[src/design/ltl_pkg.sv]
// ltl_pkg: constants for the light threshold limit register bank
// assumes a byte-wide register port from a two-wire serial front end
package ltl_pkg;
  localparam int          REG_W        = 16;
  localparam int          EXP_W        = 4;
  localparam int          MANT_W       = 12;
  localparam int          EXP_LSB      = 12;
  localparam int          POW_W        = MANT_W + 11;
  localparam logic [7:0]  ADDR_LOWER   = 8'h02;
  localparam logic [7:0]  ADDR_UPPER   = 8'h03;
  localparam logic [7:0]  ADDR_MAKER   = 8'h7E;
  localparam logic [15:0] LOWER_RESET  = 16'h0000;
  localparam logic [15:0] UPPER_RESET  = 16'hBFFF;
  localparam logic [3:0]  EXP_MAX      = 4'hB;
  // arbitrary neutral identification value
  localparam logic [15:0] MAKER_CODE   = 16'h4C53;
  localparam logic [1:0]  FC_ONE       = 2'h0;
  localparam logic [1:0]  FC_TWO       = 2'h1;
  localparam logic [1:0]  FC_FOUR      = 2'h2;
  localparam logic [3:0]  CNT_ONE      = 4'h1;
  localparam logic [3:0]  CNT_TWO      = 4'h2;
  localparam logic [3:0]  CNT_FOUR     = 4'h4;
  localparam logic [3:0]  CNT_EIGHT    = 4'h8;
  localparam logic [3:0]  CNT_ZERO     = 4'h0;
endpackage : ltl_pkg

[src/design/ltl_to_power.sv]
// ltl_to_power: exponent/mantissa word to linear optical power code
// assumes combinational use inside the register bank clock domain
`timescale 1ns/1ps
module ltl_to_power (
  // word in
  input  wire logic [ltl_pkg::REG_W-1:0] word_i,
  // linear power, units of one lsb at exponent zero
  output logic      [ltl_pkg::POW_W-1:0] power_o
);
  import ltl_pkg::*;
  logic [EXP_W-1:0]  exp_w;
  logic [MANT_W-1:0] mant_w;
  always_comb begin
    exp_w  = word_i[REG_W-1:EXP_LSB];
    mant_w = word_i[MANT_W-1:0];
    // codes above the top range saturate to it
    if (exp_w > EXP_MAX) begin
      exp_w = EXP_MAX;
    end
    // common factor 1.2 dropped: ordering is unchanged
    power_o = POW_W'(mant_w) << exp_w;
  end
endmodule : ltl_to_power

[src/design/ltl_regs.sv]
// ltl_regs: threshold registers, maker code and window comparison
// assumes a serial front end issuing byte reads/writes by register pointer
//
// Summary of operation
// - lower threshold at 02h, exponent 15-12, mantissa 11-0, resets to zero.
// - mantissa is unsigned straight binary from zero to full scale.
// - power equals 1.2 times two to the exponent times mantissa.
// - exponent codes 0 to 11, each step doubles lsb weight and full scale.
// - result and thresholds convert to power before any comparison.
// - upper threshold at 03h, same layout, resets to exponent Bh mantissa FFFh.
// - comparison uses the true result exponent, never the masked one.
// - the two thresholds bound the alert pin and both flags.
// - read-only maker code at 7Eh; writes are ignored.
// - under flag set after result below lower for fault count measurements.
// - fault count field 00,01,10,11 selects one, two, four, eight events.
`timescale 1ns/1ps
module ltl_regs (
  // clock and reset
  input  wire logic                      clk_i,
  input  wire logic                      reset_n_i,
  // register port from serial front end
  input  wire logic [7:0]                reg_ptr_i,
  input  wire logic                      wr_byte_i,
  input  wire logic                      wr_first_i,
  input  wire logic [7:0]                wr_data_i,
  input  wire logic                      rd_byte_i,
  input  wire logic                      rd_first_i,
  output logic      [7:0]                rd_data_o,
  // measurement side
  input  wire logic                      result_valid_i,
  input  wire logic [ltl_pkg::REG_W-1:0] result_raw_i,
  input  wire logic [1:0]                fault_count_i,
  input  wire logic                      flag_clear_i,
  // comparison outputs
  output logic                           over_flag_o,
  output logic                           under_flag_o,
  output logic                           alert_o,
  output logic [ltl_pkg::REG_W-1:0]      lower_o,
  output logic [ltl_pkg::REG_W-1:0]      upper_o
);
  import ltl_pkg::*;

  ////////////////////////////////////////////////////////////////////////////
  // register file: pointer decode, byte assembly and read snapshot
  logic [REG_W-1:0] lower_q;
  logic [REG_W-1:0] lower_d;
  logic [REG_W-1:0] upper_q;
  logic [REG_W-1:0] upper_d;
  logic [7:0]       wr_hold_q;
  logic [7:0]       wr_hold_d;
  logic [7:0]       rd_lo_q;
  logic [7:0]       rd_lo_d;
  logic [7:0]       rd_data_q;
  logic [7:0]       rd_data_d;
  logic [REG_W-1:0] sel_w;

  // unmapped pointers read as zero; the maker code has no storage at all
  always_comb begin
    if (reg_ptr_i == ADDR_LOWER) begin
      sel_w = lower_q;
    end else if (reg_ptr_i == ADDR_UPPER) begin
      sel_w = upper_q;
    end else if (reg_ptr_i == ADDR_MAKER) begin
      sel_w = MAKER_CODE;
    end else begin
      sel_w = '0;
    end
  end

  always_comb begin
    lower_d   = lower_q;
    upper_d   = upper_q;
    wr_hold_d = wr_hold_q;
    rd_lo_d   = rd_lo_q;
    rd_data_d = rd_data_q;
    // msb byte is held; the register updates whole on the lsb byte
    if (wr_byte_i && wr_first_i) begin
      wr_hold_d = wr_data_i;
    end else if (wr_byte_i) begin
      if (reg_ptr_i == ADDR_LOWER) begin
        lower_d = {wr_hold_q, wr_data_i};
      end else if (reg_ptr_i == ADDR_UPPER) begin
        upper_d = {wr_hold_q, wr_data_i};
      end
      // the maker code and unmapped pointers have no write path
    end
    // lsb snapshot at msb read keeps the 16-bit value coherent
    if (rd_byte_i && rd_first_i) begin
      rd_data_d = sel_w[REG_W-1:8];
      rd_lo_d   = sel_w[7:0];
    end else if (rd_byte_i) begin
      rd_data_d = rd_lo_q;
    end
  end

  always_ff @(posedge clk_i) begin
    if (!reset_n_i) begin
      lower_q   <= LOWER_RESET;
      upper_q   <= UPPER_RESET;
      wr_hold_q <= 8'h00;
      rd_lo_q   <= 8'h00;
      rd_data_q <= 8'h00;
    end else begin
      lower_q   <= lower_d;
      upper_q   <= upper_d;
      wr_hold_q <= wr_hold_d;
      rd_lo_q   <= rd_lo_d;
      rd_data_q <= rd_data_d;
    end
  end

  ////////////////////////////////////////////////////////////////////////////
  // linear power codes, so mixed exponents compare correctly
  logic [POW_W-1:0] res_pow_w;
  logic [POW_W-1:0] low_pow_w;
  logic [POW_W-1:0] up_pow_w;

  // raw result carries the true exponent, masking happens elsewhere
  ltl_to_power u_res (
    .word_i  (result_raw_i),
    .power_o (res_pow_w)
  );
  ltl_to_power u_low (
    .word_i  (lower_q),
    .power_o (low_pow_w)
  );
  ltl_to_power u_up (
    .word_i  (upper_q),
    .power_o (up_pow_w)
  );

  // fault count is a live level: a change applies from the next result
  logic [3:0] need_w;
  always_comb begin
    case (fault_count_i)
      FC_ONE:  need_w = CNT_ONE;
      FC_TWO:  need_w = CNT_TWO;
      FC_FOUR: need_w = CNT_FOUR;
      default: need_w = CNT_EIGHT;
    endcase
  end

  ////////////////////////////////////////////////////////////////////////////
  // window comparison: run counters, sticky flags and alert
  logic [3:0] hi_cnt_q;
  logic [3:0] hi_cnt_d;
  logic [3:0] lo_cnt_q;
  logic [3:0] lo_cnt_d;
  logic       over_q;
  logic       over_d;
  logic       under_q;
  logic       under_d;
  logic       alert_q;
  logic       alert_d;
  logic       is_hi_w;
  logic       is_lo_w;

  always_comb begin
    is_hi_w  = res_pow_w > up_pow_w;
    is_lo_w  = res_pow_w < low_pow_w;
    hi_cnt_d = hi_cnt_q;
    lo_cnt_d = lo_cnt_q;
    over_d   = over_q;
    under_d  = under_q;
    // clear first so a same-cycle event wins
    if (flag_clear_i) begin
      over_d  = 1'b0;
      under_d = 1'b0;
    end
    if (result_valid_i) begin
      // counter saturates at need so long runs cannot wrap
      // a run still standing after a clear sets its flag again on the next result
      if (!is_hi_w) begin
        hi_cnt_d = CNT_ZERO;
      end else if (hi_cnt_q < need_w) begin
        hi_cnt_d = hi_cnt_q + CNT_ONE;
      end
      if (!is_lo_w) begin
        lo_cnt_d = CNT_ZERO;
      end else if (lo_cnt_q < need_w) begin
        lo_cnt_d = lo_cnt_q + CNT_ONE;
      end
      if (hi_cnt_d >= need_w) begin
        over_d = 1'b1;
      end
      if (lo_cnt_d >= need_w) begin
        under_d = 1'b1;
      end
    end
    // alert follows the next flag values, so it never lags them by a cycle
    alert_d = over_d | under_d;
  end

  always_ff @(posedge clk_i) begin
    if (!reset_n_i) begin
      hi_cnt_q <= CNT_ZERO;
      lo_cnt_q <= CNT_ZERO;
      over_q   <= 1'b0;
      under_q  <= 1'b0;
      alert_q  <= 1'b0;
    end else begin
      hi_cnt_q <= hi_cnt_d;
      lo_cnt_q <= lo_cnt_d;
      over_q   <= over_d;
      under_q  <= under_d;
      alert_q  <= alert_d;
    end
  end

  ////////////////////////////////////////////////////////////////////////////
  // outputs come straight from the registers above
  assign rd_data_o    = rd_data_q;
  assign over_flag_o  = over_q;
  assign under_flag_o = under_q;
  assign alert_o      = alert_q;
  assign lower_o      = lower_q;
  assign upper_o      = upper_q;
endmodule : ltl_regs

[config.mk]
export PLATFORM = sky130hd
export DESIGN_NAME = ltl_regs
export DESIGN_NICKNAME = d
export VERILOG_FILES = /design/src/design/ltl_pkg.sv /design/src/design/ltl_to_power.sv /design/src/design/ltl_regs.sv
export SDC_FILE = /design/constraint.sdc
export NUM_CORES = 1
export LEC_CHECK = 0
export ABC_AREA = 1
export BUFFER_PORTS_ARGS = -buffer_cell sky130_fd_sc_hd__buf_4
export CAP_MARGIN = 10
export CORE_ASPECT_RATIO = 1.4
export CORE_MARGIN = 2
export CORE_UTILIZATION = 59
export DETAILED_ROUTE_END_ITERATION = 10
export GPL_TIMING_DRIVEN = 0
export HOLD_SLACK_MARGIN = 0.06
export PLACE_DENSITY = 0.82
export SETUP_SLACK_MARGIN = 0.5
export SLEW_MARGIN = 20
export SYNTH_ARGS = -nofsm -noshare
export SYNTH_HDL_FRONTEND = slang
export SYNTH_SLANG_ARGS = --single-unit
[constraint.sdc]
create_clock -name clk_i -period 4.35 [get_ports clk_i]
set_input_delay 0.87 -clock clk_i [delete_from_list [all_inputs] [get_ports clk_i]]
set_output_delay 0.87 -clock clk_i [all_outputs]
set_load 0.05 [all_outputs]
# [Word level (Yosys, flattened, before mapping)]
# Index checks and enable logic that the tools add are counted.
[word_totals] output_inout_bits=43 regBits=67 in_bits=42
[classes] shift=3 add_sub_neg=2 n_reduce_logical=6 n_lt_le_gt_ge=9 muxes=21 n_eq_ne=5 bitwise=3
[op_table] cell="$shl 12x4->23" count=3
[op_table] cell="$mux 4" count=9
[op_table] cell="$mux 16" count=2
[op_table] cell="$gt 23x23->1" count=1
[op_table] cell="$lt 23x23->1" count=1
[op_table] cell="$eq 8x2->1 const B" count=2
[op_table] cell="$mux 8" count=2
[op_table] cell="$mux 15" count=1
[op_table] cell="$gt 4x4->1 const B" count=3
[op_table] cell="$pmux 4 s3" count=1
[op_table] cell="$add 4x1->4 const B" count=2
[op_table] cell="$eq 8x7->1 const B" count=1
[op_table] cell="$ge 4x4->1" count=2
[op_table] cell="$lt 4x4->1" count=2
[op_table] cell="$mux 1" count=6
[op_table] cell="$reduce_and 4->1" count=1
[op_table] cell="$reduce_and 3->1" count=1
[op_table] cell="$eq 2x1->1 const B" count=1
[op_table] cell="$eq 2x2->1 const B" count=1
[op_table] cell="$logic_and 1x1->1" count=2
[op_table] cell="$logic_not 2->1" count=1
[op_table] cell="$not 1->1" count=2
[op_table] cell="$reduce_bool 2->1" count=1
[op_table] cell="$or 1x1->1" count=1

# [Depth between registers and ports, before layout]
[logic_depth] word_depth=10 depth_mapped=29 mapped_depth_nobuf=27

# [Modules after synthesis]
# From an unflattened synthesis, not the netlist that was laid out.
[hier_totals] cells_unflattened=1137 area_unflattened_um2=6889.1
[by_module_without_submodules] module="ltl_regs" cells_each=651 area_per_inst_um2=4505.6 n_inst=1 seq_area_each_um2=1341.3
[by_module_without_submodules] module="ltl_to_power" cells_each=162 area_per_inst_um2=794.5 n_inst=3 seq_area_each_um2=0.0

# [Worst setup path after synthesis]
# No wires, ideal clock.
[synth_timing] kind="input to register" from="input result_raw_i[15] in the netlist's numbering" to="register alert_q (netlist: alert_o)" setup_time_ns=0.123 stages=27 t_arrival_ns=3.800 required_time_ns=4.227 setup_slack_ns=0.426 cell_sequence="buf_6 > nand2_4 > nand2_4 > buf_6 > a21oi_2 > nand2_1 > o21ai_1 > inv_1 > o21ai_0 > ha_1 > nand2_1 > inv_1 > o21ai_0 > nand2_1 > nand2_1 > o211ai_1 > a21oi_1 > nand3_1 > inv_1 > ha_1 > inv_1 > nor2_1 > o211ai_1 > nand3_1 > nand2_1 > a21oi_1 > or2_2"
[synth_via] elab_chain_len=10
[synth_lines] element="start, declared" line="ltl_regs.sv:31" rtl="input wire logic [ltl_pkg::REG_W-1:0] result_raw_i,"
[synth_lines] element="$gt 4x4->1" line="ltl_to_power.sv:17" rtl="if (exp_w > EXP_MAX) begin"
[synth_lines] element="$mux 4 (*)" line="ltl_to_power.sv:17"
[synth_lines] element="$shl 12x4->23 (*)" line="ltl_to_power.sv:21" rtl="power_o = POW_W'(mant_w) << exp_w;"
[synth_lines] element="$gt 23x23->1 or $lt 23x23->1 (tied branches)" line="ltl_regs.sv:159, ltl_regs.sv:160"
[synth_lines] element="$mux 4, on equally long branches" line="ltl_regs.sv:173, ltl_regs.sv:178"
[synth_lines] element="$mux 4" line="ltl_regs.sv:170" rtl="if (result_valid_i) begin"
[synth_lines] element="$ge 4x4->1, on equally long branches" line="ltl_regs.sv:183, ltl_regs.sv:186"
[synth_lines] element="$mux 1, on equally long branches" line="ltl_regs.sv:183, ltl_regs.sv:186"
[synth_lines] element="$mux 1" line="ltl_regs.sv:170"
[synth_lines] element="$or 1x1->1 (*)" line="ltl_regs.sv:191" rtl="alert_d = over_d | under_d;"
[synth_lines] element="end signal, assigned" line="ltl_regs.sv:206" rtl="alert_q <= alert_d;"
[synth_lines] element="end, declared" line="ltl_regs.sv:153" rtl="logic alert_q;"
# Mark *: on every way between the ends. The rest lies on a longest branch, timed or not. The select of a mux whose other input is x is not followed.
# A chain may end at the register's enable or synchronous reset.

# [Final worst setup path]
# Ends and elaborated chain as after synthesis.

==> flow_summary.json <==
{
  "cp_max_fo": 6,
  "num_io_pins": 85,
  "fraction_of_synthesis_flops_using_an_asynchronous_set_or_reset_pin_pct": 0,
  "grt_setup_unrepaired": "yes",
  "grt_util_all_layers_pct": 32.57,
  "detail_route.first_pass.iterations": 8,
  "fin_nets": 1141,
  "initial_utilization_pct": 60.96,
  "min_path_cells": 2,
  "flow.area_growth_from_synthesis_pct": 30.42,
  "cts-buffers-inserted": 9,
  "insertion_delay_ns": 0.33,
  "clockBufferDepth": 2,
  "synth.area.top_cells": "dfxtp_1 (22%), nand2_1 (14%), ha_1 (13%)",
  "critical_path.reg2reg.endpoint": "alert_o$_SDFF_PN0_",
  "cap_violations": 0,
  "clk_transition_reported_paths_ns": 0.06,
  "start_kind": "input port",
  "synth_sequential_area_ratio_pct": 22.11,
  "total_leakage_power_uw": 0.003741,
  "ys.flop_type": "dfxtp_1",
  "tritoncts": "yes",
  "final_cell_mix": "nand2_1 (211), inv_1 (117), buf_4 (95)",
  "hp-start": "rd_lo_q[7]$_SDFFE_PN0P_",
  "fin_worst_skew_ns": 0.009436,
  "rr_startpoint": "upper_o[15]$_SDFFE_PN1P_",
  "cp_cell_sequence": "buf_12 -> nand2_8 -> nand2_8 -> clkbuf_16 -> o21ai_2 -> nand2_1 -> o21ai_2 -> inv_2 -> nand2_2 -> o21ai_4 -> mux2i_4 -> ha_1 -> nand4_1 -> nor4_2 -> nand2_2 -> nand3_1 -> inv_1 -> ha_1 -> o211ai_1 -> nand3_1 -> nand2_1 -> a21oi_2 -> or2_4",
  "clock-sinks": 67,
  "worst-endpoint-arrival_ns": 4.23,
  "vdd_ir_max_mv": 0.2485,
  "timing.final.setup_violations": 0,
  "slew_headroom_pct": 62.36,
  "netlist-cell-type-count": 45,
  "antenna_violations_before_repair": 0,
  "wirelength_mm": 19.97,
  "core_region_area_sq_um": 9953,
  "die_h_microns": 124.0,
  "postSynthRegisterBits": 67,
  "synth_edf_count": 0,
  "whs_ns": 0.4721,
  "global_route.overflow_total": 0,
  "postRouteAntennaNets": 0,
  "worst-slew-pin-transition_ns": 0.5647,
  "power.density_nw_per_um2": 255.2,
  "dr_total_vias": 6971,
  "maximum_number_of_pins_on_one_net_before_global_route_repair": 14,
  "placementRows": 43,
  "routedWlPerCell_microns": 16.96,
  "finalCriticalPeriod_ns": 4.014,
  "diodes": 0,
  "synthesized_area_per_cell_sq_um": 6.531,
  "routed_via_density": 5.918,
  "r2r.worst_path.cells": 24,
  "die_area_sq_um": 11120,
  "drc_errors": 0,
  "total_power_uw": 2019,
  "slew_violations": 0,
  "yosys_warnings": 0,
  "slowest_stage": "nor4_2",
  "syn_nets": 1032,
  "top_achievable_clock_speed_mhz": 249.2,
  "grt_first_pass_wirelength_mm": 29.08,
  "h-tree-depth": 3,
  "synth_area_leader_cell": "dfxtp_1",
  "hold_path_class": "reg2reg",
  "critPathCaptureType": "flip-flop",
  "layout-drive-gt1-share_pct": 26.56,
  "post_synth_inst_count": 929,
  "final_period_util_pct": 92.27,
  "start_to_end_type_of_the_worst_setup_path": "in2reg",
  "slowest_delay_ns": 0.36,
  "clockRootBuffer": "clkbuf_16",
  "grt_pass1_vias": 6342,
  "portBuffers": 82,
  "run_status": "finished clean",
  "die_width_microns": 89.71,
  "post_synth_instance_area_sq_um": 6067,
  "layout.cells.most_common": "nand2_1",
  "dp_hpwl_mm": 14.53,
  "detailed_route_iter0_violations": 399,
  "synth.top_cell.area_share_pct": 22.11,
  "cp_data_required_time_ns": 4.57,
  "finalWeightedCongestion": 0.9471,
  "hold_end": "rd_lo_q[7]$_SDFFE_PN0P_",
  "rrSetupSlack_ns": 0.53,
  "timing.final.hold_violations": 0
}
logic make-up after synthesis:
| group | count (synthesis) | synth area share [%] |
|---|---|---|
| simple gates | 345 | 25.49 |
| buf+inv | 172 | 12.15 |
| flops | 67 | 22.11 |
| fa+ha+maj | 61 | 12.58 |
| xor+xnor | 4 | 0.5775 |
| mux | 5 | 0.8249 |
| compound gates | 275 | 26.27 |
how the worst max path moves through the flow:
stage | startpoint | to | slack, ns | cells after the start
2_1_floorplan | result_raw_i[15] | alert_o$_SDFF_PN0_ | 0.50 | 24
3_3_place_gp | result_raw_i[12] | alert_o$_SDFF_PN0_ | -0.12 | 24
3_5_place_dp | result_raw_i[12] | alert_o$_SDFF_PN0_ | -0.15 | 26
4_1_cts | result_raw_i[15] | alert_o$_SDFF_PN0_ | 0.33 | 27
5_1_grt | result_raw_i[15] | alert_o$_SDFF_PN0_ | 0.18 | 26
6_report | result_raw_i[15] | alert_o$_SDFF_PN0_ | 0.34 | 23
critical path: cells and delay by family:
family	cells	cell delay, ns
AOI/OAI and AO/OA	5	0.48
adders and majority gates	2	0.53
and+or+nand+nor	11	1.63
buffers and inverters	4	0.41
muxes	1	0.29
metal layers:
layer	routed length (microns)	vias to the layer above	global-route usage, %
li1	-	3366	-
met2	10060	326	62.12
met4	1629	0	22.21
met1	7124	3157	33.30
met5	0	-	0
met3	1156	122	4.416
stage by stage:
step | TNS, ns | util, % | area [sq um] | setup WS (ns) | std cells
after floorplan | 0 | - | 6077 | 0.5022 | 929
after global placement | -0.1186 | 68.94 | 6862 | -0.1186 | 1146
after detailed placement | -0.1507 | 68.94 | 6862 | -0.1507 | 1146
after CTS | 0 | 73.21 | 7287 | 0.3322 | 1165
after global routing | 0 | 79.50 | 7913 | 0.1769 | 1178
final | 0 | 79.50 | 7913 | 0.3364 | 1178
power breakdown:
group | leakage [uW] | switching, uW | internal (uW) | total [uW]
Sequential | 0.000547 | 16.7 | 633 | 649
Clock | 0.000164 | 292 | 525 | 817
Combinational | 0.00303 | 332 | 221 | 553
Total | 0.00374 | 641 | 1380 | 2020
flip-flops by register name, summed over array words and instances, names as in the netlist:
name,count
lower_o,16
upper_o,16
wr_hold_q,8
rd_lo_q,8
lo_cnt_q,4
over_flag_o,1
rd_data_o,8
alert_o,1
under_flag_o,1
hi_cnt_q,4
cells in the mapped netlist, types with 3 or more instances:
cell,instances
buf_2,11
a21oi_1,70
a31oi_1,5
nand2_4,7
nand2_1,225
o221ai_1,8
clkinv_1,4
buf_6,7
o21ai_1,43
mux2i_1,5
inv_1,123
nand4_1,10
inv_2,8
xor2_1,3
ha_1,61
clkbuf_1,13
nand3_1,24
o21ai_0,80
nor2_1,45
nand3_2,4
nor4_1,3
dfxtp_1,67
o21ai_2,16
nand2_2,9
o211ai_1,31
o22ai_1,17
nor2_4,3
nand3b_1,5
area by class of cell:
class | instances | area (sq um)
clock inverters | 6 | 95.09
repair buffers | 98 | 768.2
flip-flops and latches | 67 | 1345
fillers | 746 | 2041
inverters | 136 | 520.5
multi-input cells | 690 | 4523
well taps | 135 | 168.9
plain buffers | 36 | 252.7
clock buffers | 10 | 239.0
what timing repair did:
action                                  in CTS  in global routing
pin swaps                                    9                 47
hold buffers                                 0                  0
gates cloned                                 0                  1
resized for setup                           20                108
endpoints found under the setup margin       3                  3
buffers inserted                             3                 12
(Power assumes the default switching activity.)
